**src/common/rgbws_pkg.sv**
```systemverilog
package rgbws_pkg;

    // clock and oscillator timing
    localparam int unsigned CLK_NS = 8;
    localparam int unsigned OSC_NS = 1000;
    localparam int unsigned OSC_DIV = (OSC_NS + CLK_NS - 1) / CLK_NS;
    localparam int unsigned EXT_NS = 32000;
    localparam int unsigned EXT_STEP = EXT_NS / OSC_NS;
    localparam int unsigned CKO_FAST_NS = 2000;
    localparam int unsigned CKO_SLOW_NS = 16000;
    localparam int unsigned CKO_FAST_CYC = CKO_FAST_NS / CLK_NS;
    localparam int unsigned CKO_SLOW_CYC = CKO_SLOW_NS / CLK_NS;

    // cycle lengths in oscillator ticks (1 us each), codes 0..7
    localparam logic [7:0][24:0] CYCLE_TICKS_DEF = {
        25'h1000000, 25'h0C00000, 25'h0800000, 25'h0400000,
        25'h0200000, 25'h0100000, 25'h0080000, 25'h0020000};

    // register indices, byte address is four times the index
    localparam logic [7:0] IDX_RUN = 8'h01;
    localparam logic [7:0] IDX_D1_LO = 8'h02;
    localparam logic [7:0] IDX_D1_HI = 8'h0B;
    localparam logic [7:0] IDX_D2_LO = 8'h0C;
    localparam logic [7:0] IDX_D2_HI = 8'h15;
    localparam logic [7:0] IDX_SUPPLY = 8'h41;
    localparam logic [7:0] IDX_CLKCFG = 8'h42;
    localparam logic [7:0] IDX_STATUS = 8'h43;

    // run register fields, driver one then driver two
    localparam int unsigned B_RUN1 = 0;
    localparam int unsigned B_OS1 = 1;
    localparam int unsigned B_SYNC1 = 2;
    localparam int unsigned B_RUN2 = 4;
    localparam int unsigned B_OS2 = 5;
    localparam int unsigned B_SYNC2 = 6;

    // clock pin configuration fields
    localparam int unsigned B_CKEN = 0;
    localparam int unsigned B_CKDIR = 1;
    localparam int unsigned B_CLOCK_RATE_SELECT = 2;
    localparam int unsigned B_SLP = 3;
    localparam int unsigned B_SRST = 7;

    // timing register fields
    localparam int unsigned F_CYC = 0;
    localparam int unsigned F_RISE = 4;
    localparam int unsigned F_FALL = 6;

    localparam logic [7:0] PAT_INIT = 8'h07;
    localparam logic [1:0] RESP_OKAY = 2'h0;
    localparam logic [1:0] RESP_SLVERR = 2'h2;

    // reset image of the setting registers
    function automatic logic [21:1][7:0] rgbws_regs_init();
        logic [21:1][7:0] r;
        r = '0;
        for (int i = 2; i <= 21; i++) begin
            if (((i - 2) % 10) != 0 && (((i - 2) % 10) % 3) == 0) begin
                r[i] = PAT_INIT;
            end
        end
        return r;
    endfunction : rgbws_regs_init

endpackage : rgbws_pkg

```
**src/hw/rgbws_top.sv**
```systemverilog
// The implementer's own choice: register access over AXI4-Lite.
`timescale 1ns/10ps
// What this block does
// supply select routes LEDs to boosted rail
// host writes supply select only LEDs off
// battery LEDs excluded from boost feedback
// separate counters, reset clears both
// writes 02h-0Bh reset driver one counter
// writes 0Ch-15h reset driver two counter
// same-value write still resets counter
// run enable clear freezes counter
// continuous run or single-cycle trigger
// ext sync low blanks driver LEDs
// sixteen patterns choose level per part
// two seven-bit levels per channel
// polarity follows larger level
// step time is slope over steps
// rise slope on increase, fall on decrease
// clock pin modes, illegal combos unused
// sleep forces all currents zero
// clock generation runs during sleep
// supplier keeps clock three periods longer
// host keeps clock config while active
// pattern seven holds level one
// slope zero switches levels abruptly
// cycle field selects eight cycle lengths
// slope codes zero, /16, /8, /4
// counters tick from oscillator or ext clock
module rgbws_top
    import rgbws_pkg::*;
#(
    parameter int ADDR_W = 12,
    parameter logic [7:0][24:0] CYCLE_TICKS = CYCLE_TICKS_DEF
) (
    input wire logic aclk,
    input wire logic aresetn,
    input wire logic [ADDR_W-1:0] s_axi_awaddr,
    input wire logic s_axi_awvalid,
    output logic s_axi_awready,
    input wire logic [31:0] s_axi_wdata,
    input wire logic [3:0] s_axi_wstrb,
    input wire logic s_axi_wvalid,
    output logic s_axi_wready,
    output logic [1:0] s_axi_bresp,
    output logic s_axi_bvalid,
    input wire logic s_axi_bready,
    input wire logic [ADDR_W-1:0] s_axi_araddr,
    input wire logic s_axi_arvalid,
    output logic s_axi_arready,
    output logic [31:0] s_axi_rdata,
    output logic [1:0] s_axi_rresp,
    output logic s_axi_rvalid,
    input wire logic s_axi_rready,
    input wire logic [1:0] ext_sync_pin,
    input wire logic shared_clock_pin_i,
    output logic shared_clock_pin_o,
    output logic shared_clock_pin_oe,
    output logic [41:0] led_current,
    output logic [5:0] boost_feedback,
    output logic analog_off
);

    typedef struct packed {
        logic [21:1][7:0] regs;
        logic [7:0] supply;
        logic [7:0] cfg;
        logic awready;
        logic arready;
        logic bvalid;
        logic [1:0] bresp;
        logic rvalid;
        logic [1:0] rresp;
        logic [31:0] rdata;
        logic [7:0] div;
        logic [2:0] ck;
        logic [1:0] sy1;
        logic [1:0] sy2;
        logic [10:0] ckcnt;
        logic cko;
        logic cko_oe;
        logic [1:0][24:0] wcnt;
        logic [5:0][6:0] lvl;
        logic [5:0][24:0] acc;
        logic [5:0] fb;
    } rgbws_st_t;

    localparam logic [21:1][7:0] REGS_INIT = rgbws_regs_init();

    rgbws_st_t st;
    rgbws_st_t next_st;

    logic tick;
    logic ext_edge;
    logic ext_mode;
    logic [5:0] stp;
    logic wr_hs;
    logic rd_hs;
    logic [7:0] widx;
    logic [7:0] ridx;
    logic [1:0] run;
    logic [1:0] run_en;
    logic [1:0] sync_sel;
    logic [1:0] wrap;
    logic [1:0][24:0] len;
    logic [1:0][24:0] rise_t;
    logic [1:0][24:0] fall_t;
    logic [1:0][1:0] quarter;
    logic [24:0] sum;
    logic [6:0] i1;
    logic [6:0] i2;
    logic [6:0] tgt;
    logic [6:0] diff;
    logic [24:0] sl;
    logic blank;
    logic [7:0] pat_cur;
    logic [7:0] pat_i1;
    logic [7:0] pat_i2;

    // register index from a byte address
    function automatic logic [7:0] reg_index(input logic [ADDR_W-1:0] a);
        return a[9:2];
    endfunction : reg_index

    // pattern code 7 maps to all level one
    function automatic logic pat_level_two(input logic [3:0] p, input logic [1:0] q);
        logic [3:0] m;
        m = p ^ 4'h7;
        return m[q];
    endfunction : pat_level_two

    // supply select: channel 0 red, 1 green, 2 blue
    function automatic logic on_boost(input logic [1:0] sel, input int c);
        return {1'b0, sel} >= 3'(3 - c);
    endfunction : on_boost

    // slope code to ticks
    function automatic logic [24:0] slope_ticks(input logic [1:0] code, input logic [24:0] l);
        logic [24:0] r;
        unique case (code)
            2'h0: r = '0;
            2'h1: r = l >> 4;
            2'h2: r = l >> 3;
            2'h3: r = l >> 2;
        endcase
        return r;
    endfunction : slope_ticks

    ////////////////////////////////////////////////////////////////////////
    // next-state logic
    always_comb begin
        next_st = st;
        sum = '0;
        i1 = '0;
        i2 = '0;
        tgt = '0;
        diff = '0;
        sl = '0;
        blank = 1'b0;
        pat_cur = '0;
        pat_i1 = '0;
        pat_i2 = '0;
        wrap = '0;
        // oscillator divider and input synchronisers
        tick = st.div == 8'(OSC_DIV - 1);
        next_st.div = tick ? 8'h00 : st.div + 8'h01;
        next_st.ck = {st.ck[1:0], shared_clock_pin_i};
        next_st.sy1 = ext_sync_pin;
        next_st.sy2 = st.sy1;
        ext_edge = st.ck[1] & ~st.ck[2];
        ext_mode = st.cfg[B_CKEN] & ~st.cfg[B_CKDIR];
        // tick source selection
        if (ext_mode) begin
            stp = ext_edge ? 6'(EXT_STEP) : 6'h00;
        end else begin
            stp = {5'h00, tick};
        end
        run_en = {st.regs[IDX_RUN][B_RUN2], st.regs[IDX_RUN][B_RUN1]};
        run = run_en | {st.regs[IDX_RUN][B_OS2], st.regs[IDX_RUN][B_OS1]};
        sync_sel = {st.regs[IDX_RUN][B_SYNC2], st.regs[IDX_RUN][B_SYNC1]};
        // per-driver waveform counters
        for (int d = 0; d < 2; d++) begin
            len[d] = CYCLE_TICKS[st.regs[2 + 10 * d][F_CYC +: 3]];
            rise_t[d] = slope_ticks(st.regs[2 + 10 * d][F_RISE +: 2], len[d]);
            fall_t[d] = slope_ticks(st.regs[2 + 10 * d][F_FALL +: 2], len[d]);
            if (st.wcnt[d] >= (len[d] >> 1) + (len[d] >> 2)) begin
                quarter[d] = 2'h3;
            end else if (st.wcnt[d] >= (len[d] >> 1)) begin
                quarter[d] = 2'h2;
            end else if (st.wcnt[d] >= (len[d] >> 2)) begin
                quarter[d] = 2'h1;
            end else begin
                quarter[d] = 2'h0;
            end
            // a stopped driver keeps its count
            if (run[d] && stp != 6'h00) begin
                sum = st.wcnt[d] + {19'h0, stp};
                if (sum >= len[d]) begin
                    next_st.wcnt[d] = '0;
                    wrap[d] = 1'b1;
                    if (!run_en[d]) begin
                        next_st.regs[IDX_RUN][d * 4 + B_OS1] = 1'b0;
                    end
                end else begin
                    next_st.wcnt[d] = sum;
                end
            end
        end
        // per-channel level and slope stepping
        for (int ch = 0; ch < 6; ch++) begin
            pat_i1 = 8'(2 + 10 * (ch / 3) + 1 + 3 * (ch % 3));
            pat_i2 = pat_i1 + 8'h01;
            pat_cur = pat_i1 + 8'h02;
            i1 = st.regs[pat_i1][6:0];
            i2 = st.regs[pat_i2][6:0];
            if (!run[ch / 3]) begin
                tgt = 7'h00;
            end else if (pat_level_two(st.regs[pat_cur][3:0], quarter[ch / 3])) begin
                tgt = i2;
            end else begin
                tgt = i1;
            end
            blank = st.cfg[B_SLP] | (sync_sel[ch / 3] & ~st.sy2[ch / 3]);
            diff = (i1 > i2) ? i1 - i2 : i2 - i1;
            sl = (tgt > st.lvl[ch]) ? rise_t[ch / 3] : fall_t[ch / 3];
            if (blank || sl == '0 || diff == 7'h00) begin
                next_st.lvl[ch] = blank ? 7'h00 : tgt;
                next_st.acc[ch] = '0;
            end else if (st.lvl[ch] == tgt) begin
                next_st.acc[ch] = '0;
            end else if (stp != 6'h00) begin
                // diff steps spread over sl ticks
                sum = st.acc[ch] + 25'(diff * stp);
                if (sum >= sl) begin
                    next_st.acc[ch] = sum - sl;
                    next_st.lvl[ch] = (tgt > st.lvl[ch]) ? st.lvl[ch] + 7'h01
                                                         : st.lvl[ch] - 7'h01;
                end else begin
                    next_st.acc[ch] = sum;
                end
            end
            next_st.fb[ch] = on_boost(st.supply[(ch / 3) * 2 +: 2], ch % 3)
                             & (st.lvl[ch] != 7'h00);
        end
        // clock pin generator, always running
        if (st.ckcnt >= (st.cfg[B_CLOCK_RATE_SELECT] ? 11'(CKO_SLOW_CYC - 1) : 11'(CKO_FAST_CYC - 1))) begin
            next_st.ckcnt = '0;
            next_st.cko = ~st.cko;
        end else begin
            next_st.ckcnt = st.ckcnt + 11'h001;
        end
        next_st.cko_oe = st.cfg[B_CKEN] & st.cfg[B_CKDIR]
                         & (st.cfg[B_CLOCK_RATE_SELECT] | ~st.cfg[B_SLP]);
        // write channel
        widx = reg_index(s_axi_awaddr);
        wr_hs = st.awready & s_axi_awvalid & s_axi_wvalid;
        next_st.awready = s_axi_awvalid & s_axi_wvalid & ~st.awready & ~st.bvalid;
        if (st.bvalid && s_axi_bready) begin
            next_st.bvalid = 1'b0;
        end
        if (wr_hs) begin
            next_st.bvalid = 1'b1;
            next_st.bresp = RESP_OKAY;
            if (s_axi_wstrb[0]) begin
                for (int i = 1; i <= 21; i++) begin
                    if (widx == 8'(i)) begin
                        next_st.regs[i] = s_axi_wdata[7:0];
                    end
                end
                if (widx == IDX_SUPPLY) begin
                    next_st.supply = {4'h0, s_axi_wdata[3:0]};
                end
                // any write with wstrb bit 0 set in a setting range restarts that driver
                if (widx >= IDX_D1_LO && widx <= IDX_D1_HI) begin
                    next_st.wcnt[0] = '0;
                    next_st.acc[2:0] = '0;
                end
                if (widx >= IDX_D2_LO && widx <= IDX_D2_HI) begin
                    next_st.wcnt[1] = '0;
                    next_st.acc[5:3] = '0;
                end
                if (widx == IDX_CLKCFG) begin
                    next_st.cfg = {4'h0, s_axi_wdata[3:0]};
                    if (s_axi_wdata[B_SRST]) begin
                        next_st.regs = REGS_INIT;
                        next_st.supply = '0;
                        next_st.cfg = '0;
                        next_st.wcnt = '0;
                        next_st.acc = '0;
                    end
                end
            end
            if (!((widx >= 8'h01 && widx <= 8'h15) || widx == IDX_SUPPLY
                  || widx == IDX_CLKCFG)) begin
                next_st.bresp = RESP_SLVERR;
            end
        end
        // read channel
        ridx = reg_index(s_axi_araddr);
        rd_hs = st.arready & s_axi_arvalid;
        next_st.arready = s_axi_arvalid & ~st.arready & ~st.rvalid;
        if (st.rvalid && s_axi_rready) begin
            next_st.rvalid = 1'b0;
        end
        if (rd_hs) begin
            next_st.rvalid = 1'b1;
            next_st.rresp = RESP_OKAY;
            next_st.rdata = '0;
            for (int i = 1; i <= 21; i++) begin
                if (ridx == 8'(i)) begin
                    next_st.rdata[7:0] = st.regs[i];
                end
            end
            if (ridx == IDX_SUPPLY) begin
                next_st.rdata[7:0] = st.supply;
            end else if (ridx == IDX_CLKCFG) begin
                next_st.rdata[7:0] = st.cfg;
            end else if (ridx == IDX_STATUS) begin
                next_st.rdata[7:0] = {5'h00, ext_mode, run};
            end else if (!(ridx >= 8'h01 && ridx <= 8'h15)) begin
                next_st.rresp = RESP_SLVERR;
            end
        end
    end

    ////////////////////////////////////////////////////////////////////////
    // state register, synchronous reset
    always_ff @(posedge aclk) begin
        if (!aresetn) begin
            st <= '0;
            st.regs <= REGS_INIT;
        end else begin
            st <= next_st;
        end
    end

    // outputs straight from state
    assign s_axi_awready = st.awready;
    assign s_axi_wready = st.awready;
    assign s_axi_bvalid = st.bvalid;
    assign s_axi_bresp = st.bresp;
    assign s_axi_arready = st.arready;
    assign s_axi_rvalid = st.rvalid;
    assign s_axi_rresp = st.rresp;
    assign s_axi_rdata = st.rdata;
    assign shared_clock_pin_o = st.cko;
    assign shared_clock_pin_oe = st.cko_oe;
    assign led_current = st.lvl;
    assign boost_feedback = st.fb;
    assign analog_off = st.cfg[B_SLP];
endmodule : rgbws_top

```
**config.mk**
```make
export PLATFORM = sky130hd
export DESIGN_NAME = rgbws_top
export DESIGN_NICKNAME = d
export VERILOG_FILES = /design/src/common/rgbws_pkg.sv /design/src/hw/rgbws_top.sv
export SDC_FILE = /design/constraint.sdc
export NUM_CORES = 2
export LEC_CHECK = 0
export BUFFER_PORTS_ARGS = -buffer_cell sky130_fd_sc_hd__buf_4
export CORE_ASPECT_RATIO = 0.7
export CORE_MARGIN = 2
export CORE_UTILIZATION = 30
export DETAILED_ROUTE_END_ITERATION = 8
export SLEW_MARGIN = 40
export SYNTH_ARGS = -nofsm -noshare
export SYNTH_HDL_FRONTEND = slang
export SYNTH_SLANG_ARGS = --single-unit
```
**constraint.sdc**
```tcl
create_clock -name aclk -period 17.6 [get_ports aclk]
set_input_delay 3.52 -clock aclk [delete_from_list [all_inputs] [get_ports aclk]]
set_output_delay 3.52 -clock aclk [all_outputs]
set_load 0.01 [all_outputs]
```
==> flow_summary.ini <==
[floorplanning]
num_rows = 115
dieArea_um2 = 145000
io-pin-count = 162
die_h_um = 319
initial_utilization = 0.303
core_um2 = 141000
die_x_um = 455

[placement]
hpwl_um = 103000
dp_slack_ns = 7.46
gp_congestion = 0.935
port_buffers = 100

[sta]
final-max-slew-violation-count = 0
fin_crit_ns = 10.43
finalClockSkew_ns = 0.0412
slew_headroom = 0.358
worst_pin_slew_ns = 0.960
fin_crit_sh = 0.592
setup_viol = 0
fin_tns_setup_ns = 0
rsz0062_at_grt = false
setup_ws_ns = 7.17
finalHoldViolCount = 0
fmax_mhz = 95.9

[critical_path]
r2r_slack_ns = 7.17
crit_slowest_cell = nand2_1
reg2reg_depth = 38
worstReg2RegStart = len[20]$_SDFF_PP0_
startpoint_type = register
cp_max_fo = 22
cp_slowest_stage_delay_ns = 0.63
required_ns = 18.22
r2r_end = led_current[17]$_SDFFE_PN0P_
crit_type = reg -> reg
end_kind = register
cp_data_arrival_time_ns = 11.04

[global_routing]
gr-usage-all-layers = 0.181
grt_pass1_vias = 36600
grt.overflow.total = 0
grt_first_pass_wirelength_um = 212000
grt_antenna_before_repair = 12
grt_max_degree = 72

[yosys]
synth_edf_count = 0
yosys.area.top_type = dfxtp_1
syn-cell-area_um2 = 42600
synth_top_area_share = 0.227
synth_cells = 5463
synth_cell_types = 109
ys_top_cells_by_area = dfxtp_1 23%, ha_1 13%, mux2i_1 6.8%, nor2_1 5.3%, a21oi_1 4.7%
synthFlopType = dfxtp_1
synth_common_cells = 602 x nor2_1, 497 x nand2_1, 484 x dfxtp_1
yosysWarningCount = 0
ys_ff_latch = 484
synthArstFlopShare = 0
avgSynthCellArea_um2 = 7.80
synth_most_common_cell = nor2_1
ys_seq_area_frac = 0.227

[cells_and_area]
fin_nets = 5931
syn2layout_area_growth_pct = 9.47
antenna_cells = 0
final_util = 0.332
drive_above_1_share = 0.0712

[drt]
postRouteAntennaNets = 0
wl_um = 137000
drt_iter0_drc = 4187
drt_first_pass_iters = 6
wl_per_cell_um = 18.8
vias_per_cell = 5.42
drc = 0
vias = 39500

[pwr]
ir_drop_uv = 61.4
p_leak_uw = 0.0193
powerDensity_nw_per_um2 = 52.6

[outcome]
status = completed

[clocking]
cts_resized = 0
cts_tree = done
cts_setup_buffers = 0
htree_num_levels = 2
clockBufferDepth = 3
cts_inserted_buffers = 53
clk_pin_slew_ns = 0.07
worstSkewPairLatency_ns = 0.67
cts.sinks = 484
hold_buffers = 0
cts_root_buf = clkbuf_16

[worst_hold_path]
hp-class = reg -> reg
min_path_cells = 1
holdPathEnd = next_st[267]$_SDFF_PN0_
hp-start = next_st[266]$_SDFF_PN0_

[job]
drv_cap = 0
## layout by cell type, fill, tap and decap left out, drive strengths merged, types with 22 or more instances in the layout
cell,instances
nor2,603
nand2,497
dfxtp,484
ha,448
a21oi,404
inv,308
mux2i,290
o21ai,264
xnor2,151
buf,149
nand3,148
nor3,127
a21o,108
xor2,108
a211oi,93
nor2b,85
and3,85
clkbuf,68
nand4,60
and2,57
o21a,54
nand2b,51
a31oi,47
o211ai,44
fa,44
or3,43
or2,42
a22oi,41
nor4,40
o31ai,28
conb,26
nand3b,24
a21boi,23
or4,22
## logic make-up (layout without fill, tap and decap cells)
family                     after synthesis  after routing  synth area share
xor gates and xnor gates               259            259            0.0532
AOI/OAI and AO/OA                     1322           1322             0.202
and+or+nand+nor                       1961           1961             0.224
muxes                                  315            315            0.0769
adders and majority gates              492            492             0.152
other                                    1             26         0.0000880
DFF                                    484            484             0.227
buffers and inverters                  629            551            0.0640
## worst max-delay path, delay by kind of cell (launching register included)
family | cells | cell delay, ns
buf+inv | 3 | 0.80
flops | 1 | 0.58
simple gates | 15 | 3.68
fa+ha+maj | 4 | 1.41
compound gates | 14 | 3.61
mux | 1 | 0.21
xor+xnor | 1 | 0.09
## flip-flops by register name, indices dropped and copies added, names as in the netlist
signal               cells
s_axi_rvalid             1
analog_off               1
next_st                  4
s_axi_rdata              8
s_axi_awready            1
i1                       7
s_axi_arready            1
st                     385
i2                       7
s_axi_bvalid             1
led_current             42
boost_feedback           6
shared_clock_pin_oe      1
len                     14
s_axi_bresp              1
shared_clock_pin_o       1
run_en                   2
s_axi_rresp              1
## power by group
group	switching, uW	total (uW)	internal, uW	leakage [uW]
registers	2.65	1100	1100	0.00390
clock network	555	1280	729	0.000919
logic	49.5	67.7	18.2	0.0145
total	607	2450	1840	0.0193
## per-layer routing
metal / part of all wire / track usage / vias up
li1: - / - / 19200
met1: 0.50 / 0.280 / 18800
met2: 0.39 / 0.252 / 1315
met3: 0.093 / 0.0424 / 148
met4: 0.017 / 0.0318 / 6
met5: 0.00019 / 0 / -
## metrics by stage
stage | total power [uW] | cells | hold slack [ns] | cell area, um^2
detailed placement | 1190 | 7186 | 0.422 | 44700
global placement | 1190 | 7184 | 0.423 | 44700
floorplan | 1170 | 5488 | 0.412 | 42700
global route | 2520 | 7282 | 0.464 | 46700
finish | 2450 | 7282 | 0.435 | 46700
CTS | 2470 | 7282 | 0.438 | 46600
## layout make-up
cell class,instances,area (um^2)
well taps,1872,2340
repair buffers,149,1120
fillers,14800,94100
clock inverters,28,443
clock buffers,68,1470
inverters,306,1150
multi-input cells,4375,30400
flip-flops and latches,484,9690
## worst max-delay path by stage
stage                         start                           end  slack [ns]
2_1_floorplan  st[453]$_SDFFE_PN0P_  led_current[30]$_SDFFE_PN0P_        9.26
3_3_place_gp     len[20]$_SDFF_PP0_  led_current[20]$_SDFFE_PN0P_        7.56
3_5_place_dp     len[20]$_SDFF_PP0_  led_current[17]$_SDFFE_PN0P_        7.46
4_1_cts          len[20]$_SDFF_PP0_  led_current[17]$_SDFFE_PN0P_        7.41
5_1_grt          len[20]$_SDFF_PP0_  led_current[18]$_SDFFE_PN0P_        6.50
6_report         len[20]$_SDFF_PP0_  led_current[17]$_SDFFE_PN0P_        7.17
Power figures use the tool's default switching activity.
